$ cat config.mk
export PLATFORM = sky130hd
export DESIGN_NAME = reload_timer_one_shot
export DESIGN_NICKNAME = d
export VERILOG_FILES = /design/src/rto_pkg.sv /design/src/rto_ctl_if.sv /design/src/rto_core.sv /design/src/rto_sync.sv /design/src/reload_timer_one_shot.sv
export SDC_FILE = /design/constraint.sdc
export NUM_CORES = 1
export LEC_CHECK = 0
export ABC_CLOCK_PERIOD_IN_PS = 3450
export BUFFER_PORTS_ARGS = -buffer_cell sky130_fd_sc_hd__clkbuf_2
export CORE_MARGIN = 2
export CORE_UTILIZATION = 30
export DETAILED_ROUTE_END_ITERATION = 8
export PLACE_DENSITY = 0.5
export SYNTH_ARGS = -nofsm -noshare
export SYNTH_HDL_FRONTEND = slang
export SYNTH_SLANG_ARGS = --single-unit
$ cat constraint.sdc
create_clock -name clk -period 3.45 [get_ports clk]
set_clock_uncertainty 0.2 [all_clocks]
set_input_delay 0.1725 -clock clk [delete_from_list [all_inputs] [get_ports clk]]
set_output_delay 0.1725 -clock clk [all_outputs]
set_load 0.02 [all_outputs]
$ cat src/rto_pkg.sv
// Package with register map, field layout and constants of the reload timer
package rto_pkg;
   // Register byte offsets (one aligned word each)
   localparam logic [7:0] ADDR_CTRL = 8'h00;   // Control register
   localparam logic [7:0] ADDR_COUNT = 8'h04;  // Count high/low bytes
   localparam logic [7:0] ADDR_RELOAD = 8'h08; // Reload high/low bytes
   localparam logic [7:0] ADDR_STATUS = 8'h0C; // Sticky event status, write one to clear
   localparam logic [7:0] ADDR_MASK = 8'h10;   // Interrupt mask
   // Control register field positions
   localparam int CTRL_EN = 0;      // Timer enable
   localparam int CTRL_MODE = 1;    // 0 one-shot, 1 triggered one-shot
   localparam int CTRL_POL = 2;     // Output polarity bit
   localparam int CTRL_OUTEN = 3;   // Output function enable
   localparam int CTRL_PRE_LO = 4;  // Prescale select, low bit
   localparam int CTRL_PRE_HI = 6;  // Prescale select, high bit
   localparam int CTRL_W = 7;       // Width of the control register
   // Status / mask bit positions
   localparam int ST_RELOAD = 0;    // Reload reached
   localparam int ST_TRIG = 1;      // Trigger edge accepted
   localparam int ST_W = 2;         // Width of status and mask
   // Counter constants
   localparam logic [15:0] CNT_START = 16'h0001; // Count after reload and reset
   localparam logic [15:0] CNT_ONE = 16'h0001;   // Increment step
   localparam logic [6:0] PRE_ONE = 7'h01;       // Prescale counter step
   localparam logic [6:0] PRE_ZERO = 7'h00;      // Prescale counter restart
   // Operating modes
   typedef enum logic {
      RTO_ONESHOT = 1'b0,
      RTO_TRIGGERED = 1'b1
   } rto_mode_t;
   // Counter states
   typedef enum logic [1:0] {
      RTO_IDLE = 2'b00,
      RTO_ARMED = 2'b01,
      RTO_COUNT = 2'b10
   } rto_state_t;
   // Prescale divisor minus one for a select code 0..7 (divide 1..128)
   function automatic logic [6:0] rto_pre_last(input logic [2:0] sel);
      rto_pre_last = 7'((8'h01 << sel) - 8'h01);
   endfunction : rto_pre_last
endpackage : rto_pkg

$ cat src/rto_ctl_if.sv
// Interface that carries configuration and events between the bus slave and the counter
`timescale 1ns/1ps
interface rto_ctl_if;
   logic [6:0] ctrl;        // Control register contents
   logic [15:0] reload;     // Reload value
   logic [15:0] count;      // Current count, from the counter
   logic cntWrite;          // One-cycle pulse: software loads the count
   logic [15:0] cntWdata;   // Count value to load
   logic enClear;           // One-cycle pulse: counter clears the enable
   logic reloadHit;         // One-cycle pulse: reload reached
   logic trigHit;           // One-cycle pulse: trigger edge accepted
   modport regs (output ctrl, reload, cntWrite, cntWdata, input count, enClear, reloadHit, trigHit);
   modport core (input ctrl, reload, cntWrite, cntWdata, output count, enClear, reloadHit, trigHit);
endinterface : rto_ctl_if

$ cat src/rto_core.sv
// Counter, prescaler, trigger detection and output pulse of the reload timer
//
// Local design decisions: register access over AHB-Lite and the register addresses.
`timescale 1ns/1ps
module rto_core (
   input wire logic clk,
   input wire logic nrst,
   input wire logic tinSync,
   rto_ctl_if.core ctl,
   output logic tout
);
   rto_pkg::rto_state_t state;     // Counter state
   rto_pkg::rto_state_t next_state; // Next counter state
   logic [6:0] preCnt;             // Prescale counter
   logic [15:0] count;             // Timer count
   logic tinPrev;                  // Previous synchronised input
   logic pulse;                    // Output pulse flag, one cycle
   // Decoded configuration
   wire enable = ctl.ctrl[rto_pkg::CTRL_EN];
   wire trigMode = ctl.ctrl[rto_pkg::CTRL_MODE] == rto_pkg::RTO_TRIGGERED;
   wire pol = ctl.ctrl[rto_pkg::CTRL_POL];
   wire outEn = ctl.ctrl[rto_pkg::CTRL_OUTEN];
   wire [6:0] preLast = rto_pkg::rto_pre_last(ctl.ctrl[rto_pkg::CTRL_PRE_HI:rto_pkg::CTRL_PRE_LO]);
   // Edge selected by polarity: rising when zero, falling when one
   wire trigEdge = pol ? (tinPrev & ~tinSync) : (~tinPrev & tinSync);
   wire running = (state == rto_pkg::RTO_COUNT) & enable;
   wire tick = running & (preCnt == preLast);
   wire atReload = tick & (count == ctl.reload);
   wire trigTake = (state == rto_pkg::RTO_ARMED) & enable & trigEdge;
   assign ctl.count = count;
   assign ctl.reloadHit = atReload;
   assign ctl.trigHit = trigTake;
   assign ctl.enClear = atReload & ~trigMode;
   // Output idles at polarity level and inverts during the reload pulse
   assign tout = outEn ? (pol ^ pulse) : pol;
   // State selection
   always_comb begin
      next_state = state;
      case (state)
         rto_pkg::RTO_IDLE: begin
            if (enable) begin
               next_state = trigMode ? rto_pkg::RTO_ARMED : rto_pkg::RTO_COUNT;
            end
         end
         rto_pkg::RTO_ARMED: begin
            if (!enable) begin
               next_state = rto_pkg::RTO_IDLE;
            end else if (trigTake) begin
               next_state = rto_pkg::RTO_COUNT;
            end
         end
         rto_pkg::RTO_COUNT: begin
            if (!enable) begin
               next_state = rto_pkg::RTO_IDLE;
            end else if (atReload) begin
               // Triggered returns to wait; one-shot stops
               next_state = trigMode ? rto_pkg::RTO_ARMED : rto_pkg::RTO_IDLE;
            end
         end
         default: begin
            next_state = rto_pkg::RTO_IDLE;
         end
      endcase
   end
   // State, prescaler and edge history
   always_ff @(posedge clk) begin
      if (!nrst) begin
         state <= rto_pkg::RTO_IDLE;
         preCnt <= rto_pkg::PRE_ZERO;
         tinPrev <= 1'b0;
         pulse <= 1'b0;
      end else begin
         state <= next_state;
         tinPrev <= tinSync;
         pulse <= atReload;
         // Prescaler restarts when not counting or at each tick
         preCnt <= (!running || tick) ? rto_pkg::PRE_ZERO : preCnt + rto_pkg::PRE_ONE;
      end
   end
   // Count: software load, reload restart, or wrapping increment
   always_ff @(posedge clk) begin
      if (!nrst) begin
         count <= rto_pkg::CNT_START;
      end else if (ctl.cntWrite) begin
         count <= ctl.cntWdata;
      end else if (atReload) begin
         count <= rto_pkg::CNT_START;
      end else if (tick) begin
         count <= count + rto_pkg::CNT_ONE;
      end
   end
   // Output pulse lasts exactly one cycle after reload
   chk_pulse_one: assert property (@(posedge clk) disable iff (!nrst)
      pulse |=> !pulse) else $error("output pulse longer than one cycle");
   chk_reload_restart: assert property (@(posedge clk) disable iff (!nrst)
      atReload && !ctl.cntWrite |=> count == rto_pkg::CNT_START) else $error("count not restarted");
   chk_oneshot_stop: assert property (@(posedge clk) disable iff (!nrst)
      atReload && !trigMode |=> state == rto_pkg::RTO_IDLE) else $error("one-shot kept counting");
   chk_trig_rearm: assert property (@(posedge clk) disable iff (!nrst)
      atReload && trigMode && enable |=> state == rto_pkg::RTO_ARMED) else $error("not rearmed");
   chk_armed_hold: assert property (@(posedge clk) disable iff (!nrst)
      state == rto_pkg::RTO_ARMED && !trigEdge && !ctl.cntWrite |=> $stable(count)) else $error("armed counted");
   chk_count_step: assert property (@(posedge clk) disable iff (!nrst)
      tick && !atReload && !ctl.cntWrite |=> count == $past(count) + rto_pkg::CNT_ONE) else $error("bad step");
   chk_pre_wait: assert property (@(posedge clk) disable iff (!nrst)
      running && preCnt != preLast && !ctl.cntWrite |=> $stable(count)) else $error("counted early");
   chk_out_pol: assert property (@(posedge clk) disable iff (!nrst)
      atReload && outEn ##1 outEn && $stable(pol) |-> tout != pol) else $error("output not inverted");
   chk_min_delay: assert property (@(posedge clk) disable iff (!nrst)
      running && preLast == rto_pkg::PRE_ZERO && count == ctl.reload |-> atReload) else $error("minimum delay missed");
   cov_oneshot: cover property (@(posedge clk) atReload && !trigMode);
   cov_trig: cover property (@(posedge clk) trigTake ##[1:50] atReload);
   cov_wrap: cover property (@(posedge clk) tick && count == 16'hFFFF);
endmodule : rto_core

$ cat src/rto_sync.sv
// Two-flip-flop synchroniser for the timer input pin
`timescale 1ns/1ps
module rto_sync (
   input wire logic clk,
   input wire logic nrst,
   input wire logic din,
   output logic dout
);
   logic stage1; // First stage, read only by the second
   // Two flops in series
   always_ff @(posedge clk) begin
      if (!nrst) begin
         stage1 <= 1'b0;
         dout <= 1'b0;
      end else begin
         stage1 <= din;
         dout <= stage1;
      end
   end
endmodule : rto_sync

$ cat src/reload_timer_one_shot.sv
// Top of the reload timer: AHB-Lite register slave, interrupt logic and counter core
`timescale 1ns/1ps
module reload_timer_one_shot (
   input wire logic clk,
   input wire logic nrst,
   input wire logic hsel,
   input wire logic [31:0] haddr,
   input wire logic [1:0] htrans,
   input wire logic hwrite,
   input wire logic [2:0] hsize,
   input wire logic [31:0] hwdata,
   input wire logic hready,
   output logic [31:0] hrdata,
   output logic hreadyout,
   output logic hresp,
   input wire logic timerIn,
   output logic timerOut,
   output logic irq
);
   rto_ctl_if ctl ();                // Link between registers and counter
   logic [rto_pkg::CTRL_W-1:0] ctrl; // Control register
   logic [15:0] reload;              // Reload value
   logic [rto_pkg::ST_W-1:0] status; // Sticky event bits
   logic [rto_pkg::ST_W-1:0] mask;   // Interrupt mask
   logic wrPend;                     // Write data phase pending
   logic [7:0] wrAddr;               // Latched write address
   logic [31:0] rdData;              // Read data register
   logic tinSync;                    // Synchronised input pin
   // Address phase decode
   wire addrValid = hsel & hready & htrans[1];
   wire rdTake = addrValid & ~hwrite;
   wire wrTake = addrValid & hwrite;
   // Write decode in the data phase
   wire wrCtrl = wrPend & (wrAddr == rto_pkg::ADDR_CTRL);
   wire wrCount = wrPend & (wrAddr == rto_pkg::ADDR_COUNT);
   wire wrReload = wrPend & (wrAddr == rto_pkg::ADDR_RELOAD);
   wire wrStatus = wrPend & (wrAddr == rto_pkg::ADDR_STATUS);
   wire wrMask = wrPend & (wrAddr == rto_pkg::ADDR_MASK);
   wire [rto_pkg::ST_W-1:0] events = {ctl.trigHit, ctl.reloadHit};
   // Read selection, unmapped reads as zero
   wire [7:0] rdAddr = haddr[7:0];
   wire [31:0] rdMux =
      (rdAddr == rto_pkg::ADDR_CTRL) ? {25'h0000000, ctrl} :
      (rdAddr == rto_pkg::ADDR_COUNT) ? {16'h0000, ctl.count} :
      (rdAddr == rto_pkg::ADDR_RELOAD) ? {16'h0000, reload} :
      (rdAddr == rto_pkg::ADDR_STATUS) ? {30'h00000000, status} :
      (rdAddr == rto_pkg::ADDR_MASK) ? {30'h00000000, mask} : 32'h00000000;
   assign hreadyout = 1'b1;
   assign hresp = 1'b0;
   assign hrdata = rdData;
   assign ctl.ctrl = ctrl;
   assign ctl.reload = reload;
   assign ctl.cntWrite = wrCount;
   assign ctl.cntWdata = hwdata[15:0];
   assign irq = |(status & mask);
   // Bus address phase capture and read data
   always_ff @(posedge clk) begin
      if (!nrst) begin
         wrPend <= 1'b0;
         wrAddr <= 8'h00;
         rdData <= 32'h00000000;
      end else begin
         wrPend <= wrTake;
         wrAddr <= haddr[7:0];
         rdData <= rdTake ? rdMux : rdData;
      end
   end
   // Control: software write, counter clears enable after one-shot
   always_ff @(posedge clk) begin
      if (!nrst) begin
         ctrl <= '0;
      end else if (wrCtrl) begin
         ctrl <= hwdata[rto_pkg::CTRL_W-1:0];
      end else if (ctl.enClear) begin
         ctrl[rto_pkg::CTRL_EN] <= 1'b0;
      end
   end
   // Reload, mask and sticky status; a new event wins over its clear
   always_ff @(posedge clk) begin
      if (!nrst) begin
         reload <= 16'h0000;
         mask <= '0;
         status <= '0;
      end else begin
         reload <= wrReload ? hwdata[15:0] : reload;
         mask <= wrMask ? hwdata[rto_pkg::ST_W-1:0] : mask;
         status <= (status & ~(wrStatus ? hwdata[rto_pkg::ST_W-1:0] : '0)) | events;
      end
   end
   // Input pin synchroniser
   rto_sync u_sync (
      .clk(clk),
      .nrst(nrst),
      .din(timerIn),
      .dout(tinSync)
   );
   // Counter core
   rto_core u_core (
      .clk(clk),
      .nrst(nrst),
      .tinSync(tinSync),
      .ctl(ctl),
      .tout(timerOut)
   );
   chk_irq_sticky: assert property (@(posedge clk) disable iff (!nrst)
      ctl.reloadHit |=> status[rto_pkg::ST_RELOAD]) else $error("reload event lost");
   chk_enable_clear: assert property (@(posedge clk) disable iff (!nrst)
      ctl.enClear && !wrCtrl |=> !ctrl[rto_pkg::CTRL_EN]) else $error("enable not cleared");
   cov_irq: cover property (@(posedge clk) irq);
endmodule : reload_timer_one_shot

### Word-level counts from Yosys, hierarchy flattened

Index checks and enable logic that the tools add are counted.

* register bits: 97
* bits in latches: 0
* RAM bits: 0
* bits in read-only memories: 0
* output and inout port bits: 36
* logic and storage cells: 92
* memories: 0

* $add $sub $neg: 3
* multiply operators: 0
* div/mod/pow operators: 0
* magnitude comparators: 0
* eq/ne operators: 15
* shift operators: 1
* multiplexer cells: 21
* bitwise gates (word level): 27
* reductions and logical operators: 10

Operators with widths (number)
* $mux W16: 6
* $eq A8 B4 Y1 const B: 4
* $mux W2: 9
* $and A1 B1 Y1: 17
* $add A16 B1 Y16 const B: 1
* $eq A16 B16 Y1: 1
* $eq A8 B3 Y1 const B: 2
* $eq A8 B5 Y1 const B: 2
* $logic_not A8 Y1: 2
* $add A7 B1 Y7 const B: 1
* $eq A7 B7 Y1: 1
* $shl A1 B3 Y7 const A: 1
* $sub A7 B1 Y7 const B: 1
* $pmux W2 S3: 1
* $mux W1: 5
* $not A1 Y1: 5
* $and A2 B2 Y2: 2
* $reduce_or A2 Y1: 2
* $ne A3 B2 Y1 const B: 1
* $ne A3 B3 Y1 const B: 1
* $reduce_and A3 Y1: 1
* $reduce_bool A3 Y1: 1
* $eq A2 B1 Y1 const B: 1
* $eq A2 B2 Y1 const B: 1
* 8 further kinds: 8

### Logic depth before layout (Yosys ltp)

* depth in word-level cells: 8
* gate-level depth with buffers: 8
* depth with buffers taken out: 7

### By module

A second synthesis with hierarchy kept.

* cell total of the unflattened synthesis: 500
* area, all modules: 4305.4 µm²

Modules (own cells, without submodules)
* reload_timer_one_shot: times used 1, cells an instance 257, area each 2456.1 µm², sequential area each 1041.0 µm²
* rto_core: times used 1, cells an instance 239, area each 1796.7 µm², sequential area each 540.5 µm²
* rto_sync: times used 1, cells an instance 4, area each 52.6 µm², sequential area each 40.0 µm²

### Worst setup path before layout

OpenSTA, ideal clock, no wires.

* kind: reg-to-reg
* start: reg u_core.count[7] (netlist: u_core.ctl.count[7])
* end: reg u_core.count[1] (netlist: u_core.ctl.count[1])
* library setup time: 0.120 ns
* arrival: 1.962 ns
* path slack: 1.168 ns
* stages on the path, launching flop included: 9
* buffers on the path: 2
* clock period less this slack: 2.282 ns
* cells stage by stage: dfxtp_1 clkbuf_1 xnor2_1 nand4_1 nor4_2 nand4b_4 buf_6 nor3b_1 o31a_1

* cells in the longest elaborated chain, start to end: 4

RTL lines
* start, declared: RTL line rto_core.sv:15 `logic [15:0] count;`
* start signal, assigned: RTL line rto_core.sv:83 `count <= rto_pkg::CNT_START;`
* start signal, assigned: RTL line rto_core.sv:85 `count <= ctl.cntWdata;`
* start signal, assigned: RTL line rto_core.sv:87 `count <= rto_pkg::CNT_START;`
* $eq A16 B16 Y1 (*): RTL line rto_core.sv:28 `wire atReload = tick & (count == ctl.reload);`
* $and A1 B1 Y1 (*): RTL line rto_core.sv:28
* $mux W16: RTL line rto_core.sv:86 `end else if (atReload) begin`
* $mux W16: RTL line rto_core.sv:84 `end else if (ctl.cntWrite) begin`

Every way passes the cells marked *; elsewhere a longest branch is shown, timed or not.
A chain may end at the register's enable or synchronous reset.

### Worst setup path in the final report

* start: reg wrAddr[5]
* end: reg u_core.count[1] (netlist: u_core.ctl.count[1])

* cells in the longest elaborated chain, start to end: 3

RTL lines
* start, declared: RTL line reload_timer_one_shot.sv:26 `logic [7:0] wrAddr;`
* start signal, assigned: RTL line reload_timer_one_shot.sv:64 `wrAddr <= haddr[7:0];`
* $eq A8 B3 Y1 (*): RTL line reload_timer_one_shot.sv:35 `wire wrCount = wrPend & (wrAddr == rto_pkg::ADDR_COUNT);`
* $and A1 B1 Y1 (*): RTL line reload_timer_one_shot.sv:35
* $reduce_bool A3 Y1 (no line) / $mux W16 (equally long branches)
* end signal, assigned: RTL line rto_core.sv:85
* end signal, assigned: RTL line rto_core.sv:87
* end signal, assigned: RTL line rto_core.sv:89 `count <= count + rto_pkg::CNT_ONE;`

Marks and branches as above.

==> run_results.csv <==
group,metric,value,unit
run_status,outcome,"completed",
logic_synthesis,yosysSeqAreaShare,0.385,
layout,layout.cells.non_filler,745,
logic_synthesis,synth.distinct_cells,58,
sta,setup_repair_after_global_routing_missed_its_margin,"no",
route,route.detailed.wl_per_inst,14.7,um
global_routing,grt_use_total,0.153,
die,pin_count,111,
layout,finish.instance_area,0.00509,mm2
critical_path,required,3.48,ns
global_routing,grt-ovfl-total,0,
logic_synthesis,synthCells,499,
pwr,power_spent_charging_and_discharging_nets,0.478,mW
logic_synthesis,synthTopCellsByArea,"dfxtp_1, mux2i_1, nand2_1",
logic_synthesis,yosys.area.top_type_share,0.385,
worst_hold_path,hold_path.startpoint,"haddr[3]",
placed_design,finalWeightedCongestion,0.770,
die,row_count,43,
clocking,clkSinkCount,81,
layout,fillCellCount,1446,
sta,slew_headroom,0.386,
die,die_h,122,um
route,routed-via-count,3712,
worst_hold_path,worst_hold_path_type,"in2reg",
global_routing,grt_first_pass_wirelength,17700,um
sta,total_negative_slack_for_setup_checks,0,ns
logic_synthesis,synth_ff_type,"dfxtp_1",
logic_synthesis,dominant_cell_by_count_in_the_synthesized_netlist,"dfxtp_1",
layout,area_growth_syn_to_layout,20.9,%
critical_path,reg2reg_from,"wrAddr[5]",
logic_synthesis,synth_async_sr_flop_share,0,
pwr,p_leak,1.97,nW
route,detail_route.iter0.violations,207,
die,initial_core_util,0.306,
critical_path,cp-start-kind,"flip-flop",
clocking,cts_tree,"done",
clocking,buffers_from_clock_root_to_sink_at_most,2,
global_routing,grt_pass1_vias,3468,
logic_synthesis,ys_top_cells_by_count,"dfxtp_1, nand2_1, nor2_1, a21oi_1",
pwr,worst_ir_drop_vdd,216,uV
layout,drive_above_1_share,0.145,
die,core_area,0.0138,mm2
critical_path,end_kind,"flip-flop",
pwr,power-per-cell-area,411,mW/mm2
pwr,power_report.internal_total,1.61,mW
route,route.antenna.remaining_nets,0,
sta,achievable-frequency,0.367,GHz
sta,post-route-min-period,2.73,ns
sta,setup_viol,0,
placed_design,place.detailed.instances,704,
global_routing,grt_max_degree,29,
sta,slew_violations,0,
pwr,sequentialPowerShare,0.464,
die,die_w,122,um
route,drc,0,
critical_path,setup.worst_path.class,"reg2reg",
placed_design,post-dp-hpwl,7770,um
route,via_density_per_instance,4.98,
route,totalWireLength,11000,um
critical_path,worstSetupStartpoint,"wrAddr[5]",
clocking,cts.reportedPaths.clkPinSlew,0.06,ns
clocking,htree_num_levels,3,
flow_run,cap_viol_max_count,0,
logic_synthesis,post_synth_instance_area,0.00421,mm2
clocking,clockRootBuffer,"clkbuf_16",
critical_path,cp.arrival,2.75,ns
placed_design,port_buffers,48,
logic_synthesis,number_of_enable_flip_flop_cells_after_synthesis,0,
logic_synthesis,yosys_register_bits,81,
logic_synthesis,post_synth.cell_area_avg,8.43,um2
critical_path,cp_max_fo,17,
sta,least_margin_pin_slew,0.918,ns
sta,period_share,0.790,
pwr,power_switching_share,0.229,
global_routing,antenna_violations_before_repair,0,
layout,layout.core_utilization,0.369,
pwr,pwr-share-clk,0.466,
pwr,power_frac_comb,0.070,
clocking,cts_setup_buffers,0,
placed_design,detailed_place.area,0.00453,mm2
die,design.die.area,0.0150,mm2
route,drt_pass1_iterations,4,
layout,post_layout_net_count,637,
clocking,number_of_buffers_created_by_cts,9,
logic_synthesis,ys.warnings.count,0,
logic_synthesis,synthDominantAreaCellType,"dfxtp_1",
layout,antenna-diode-count,0,
clocking,clock_insertion_delay_worst_skew,0.34,ns
sta,finalHoldViolations,0,
worst max-delay path, cell delays in order (launching register included):
cell and delay (ns):
dfxtp_1 0.30, nor4b_1 0.51, nor4b_2 0.51, and3b_1 0.66, nor3b_1 0.12, o31a_1 0.31
timing repair:
action | CTS | global route
endpoints found under the hold margin | 41 | 0
gates resized for setup | 0 | 0
hold buffers | 25 | 0
power by group through the flow:
stage | combinational [mW] | sequential, mW | clock [mW]
global placement | 0.122 | 0.988 | 0
global route | 0.160 | 0.971 | 1.04
finish | 0.146 | 0.969 | 0.974
detailed placement | 0.124 | 0.989 | 0
floorplan | 0.101 | 0.980 | 0
CTS | 0.146 | 0.968 | 0.999
cells by family (layout without fill, tap and decap cells):
family,Yosys count,after routing,synth area share
AND/OR/NAND/NOR,205,205,0.253
AO/OA/AOI/OAI,98,98,0.155
flip-flops,81,81,0.385
buffers and inverters,54,104,0.0710
multiplexers,32,32,0.0761
XOR/XNOR,25,25,0.0520
adder cells (fa/ha/maj),2,2,0.00594
other,2,18,0.00178
through the flow:
| stage | total power, mW | hold slack (ns) | setup WS [ns] |
|---|---|---|---|
| after floorplan | 1.08 | 0.0863 | 1.17 |
| after global placement | 1.11 | 0.184 | 0.775 |
| after detailed placement | 1.11 | 0.191 | 0.743 |
| after CTS | 2.11 | 0.0793 | 0.722 |
| after global routing | 2.17 | 0.111 | 0.453 |
| final | 2.09 | 0.0936 | 0.725 |
state kept, by name (all words and copies together), names as in the netlist:
signal / flops
wrAddr: 8
u_core.pulse: 1
u_sync.dout: 1
u_core.ctl.count: 16
wrPend: 1
status: 2
ctl.reload: 16
ctl.ctrl: 7
mask: 2
hrdata: 16
u_core.tinPrev: 1
u_core.state: 2
u_core.preCnt: 7
u_sync.stage1: 1
placed cells by master, fill, tap and decap left out, types with 7 or more instances in the layout:
cell type	count
conb_1	18
a22o_1	11
xnor2_1	21
clkbuf_2	48
dfxtp_1	81
a31oi_1	9
nor4_1	7
nand3_1	32
and3_1	8
nor2_1	49
a21oi_1	33
and2_1	14
dlygate4sd3_1	25
buf_4	10
o21ai_0	16
nand2_1	49
nand4_1	10
clkbuf_16	9
mux2i_1	32
cell type report:
type,count,area (um2),share of cell area
multi-input cells,380,2350,0.462
well taps,180,225,0.0443
inverters,5,18.8,0.00369
flip-flops and latches,81,1620,0.319
repair buffers,83,566,0.111
clock inverters,4,51.3,0.0101
clock buffers,12,256,0.0504
final timing paths:
kind / endpoint / slack, ns / depth (start not counted)
setup reg to reg: u_core.ctl.count[1] / 0.72 / 5
hold reg to reg: u_sync.dout / 0.23 / 1
setup / recovery: u_core.ctl.count[1] / 0.72 / 5
hold / removal: wrAddr[3] / 0.09 / 2
metal layers:
metal / vias up / part of all wire / GRT usage
met4: 0 / 0.018 / 0.0632
met3: 17 / 0.052 / 0.0260
met2: 85 / 0.47 / 0.248
met1: 1747 / 0.46 / 0.201
met5: - / 0 / 0
li1: 1863 / - / -
Power figures use the tool's default switching activity.
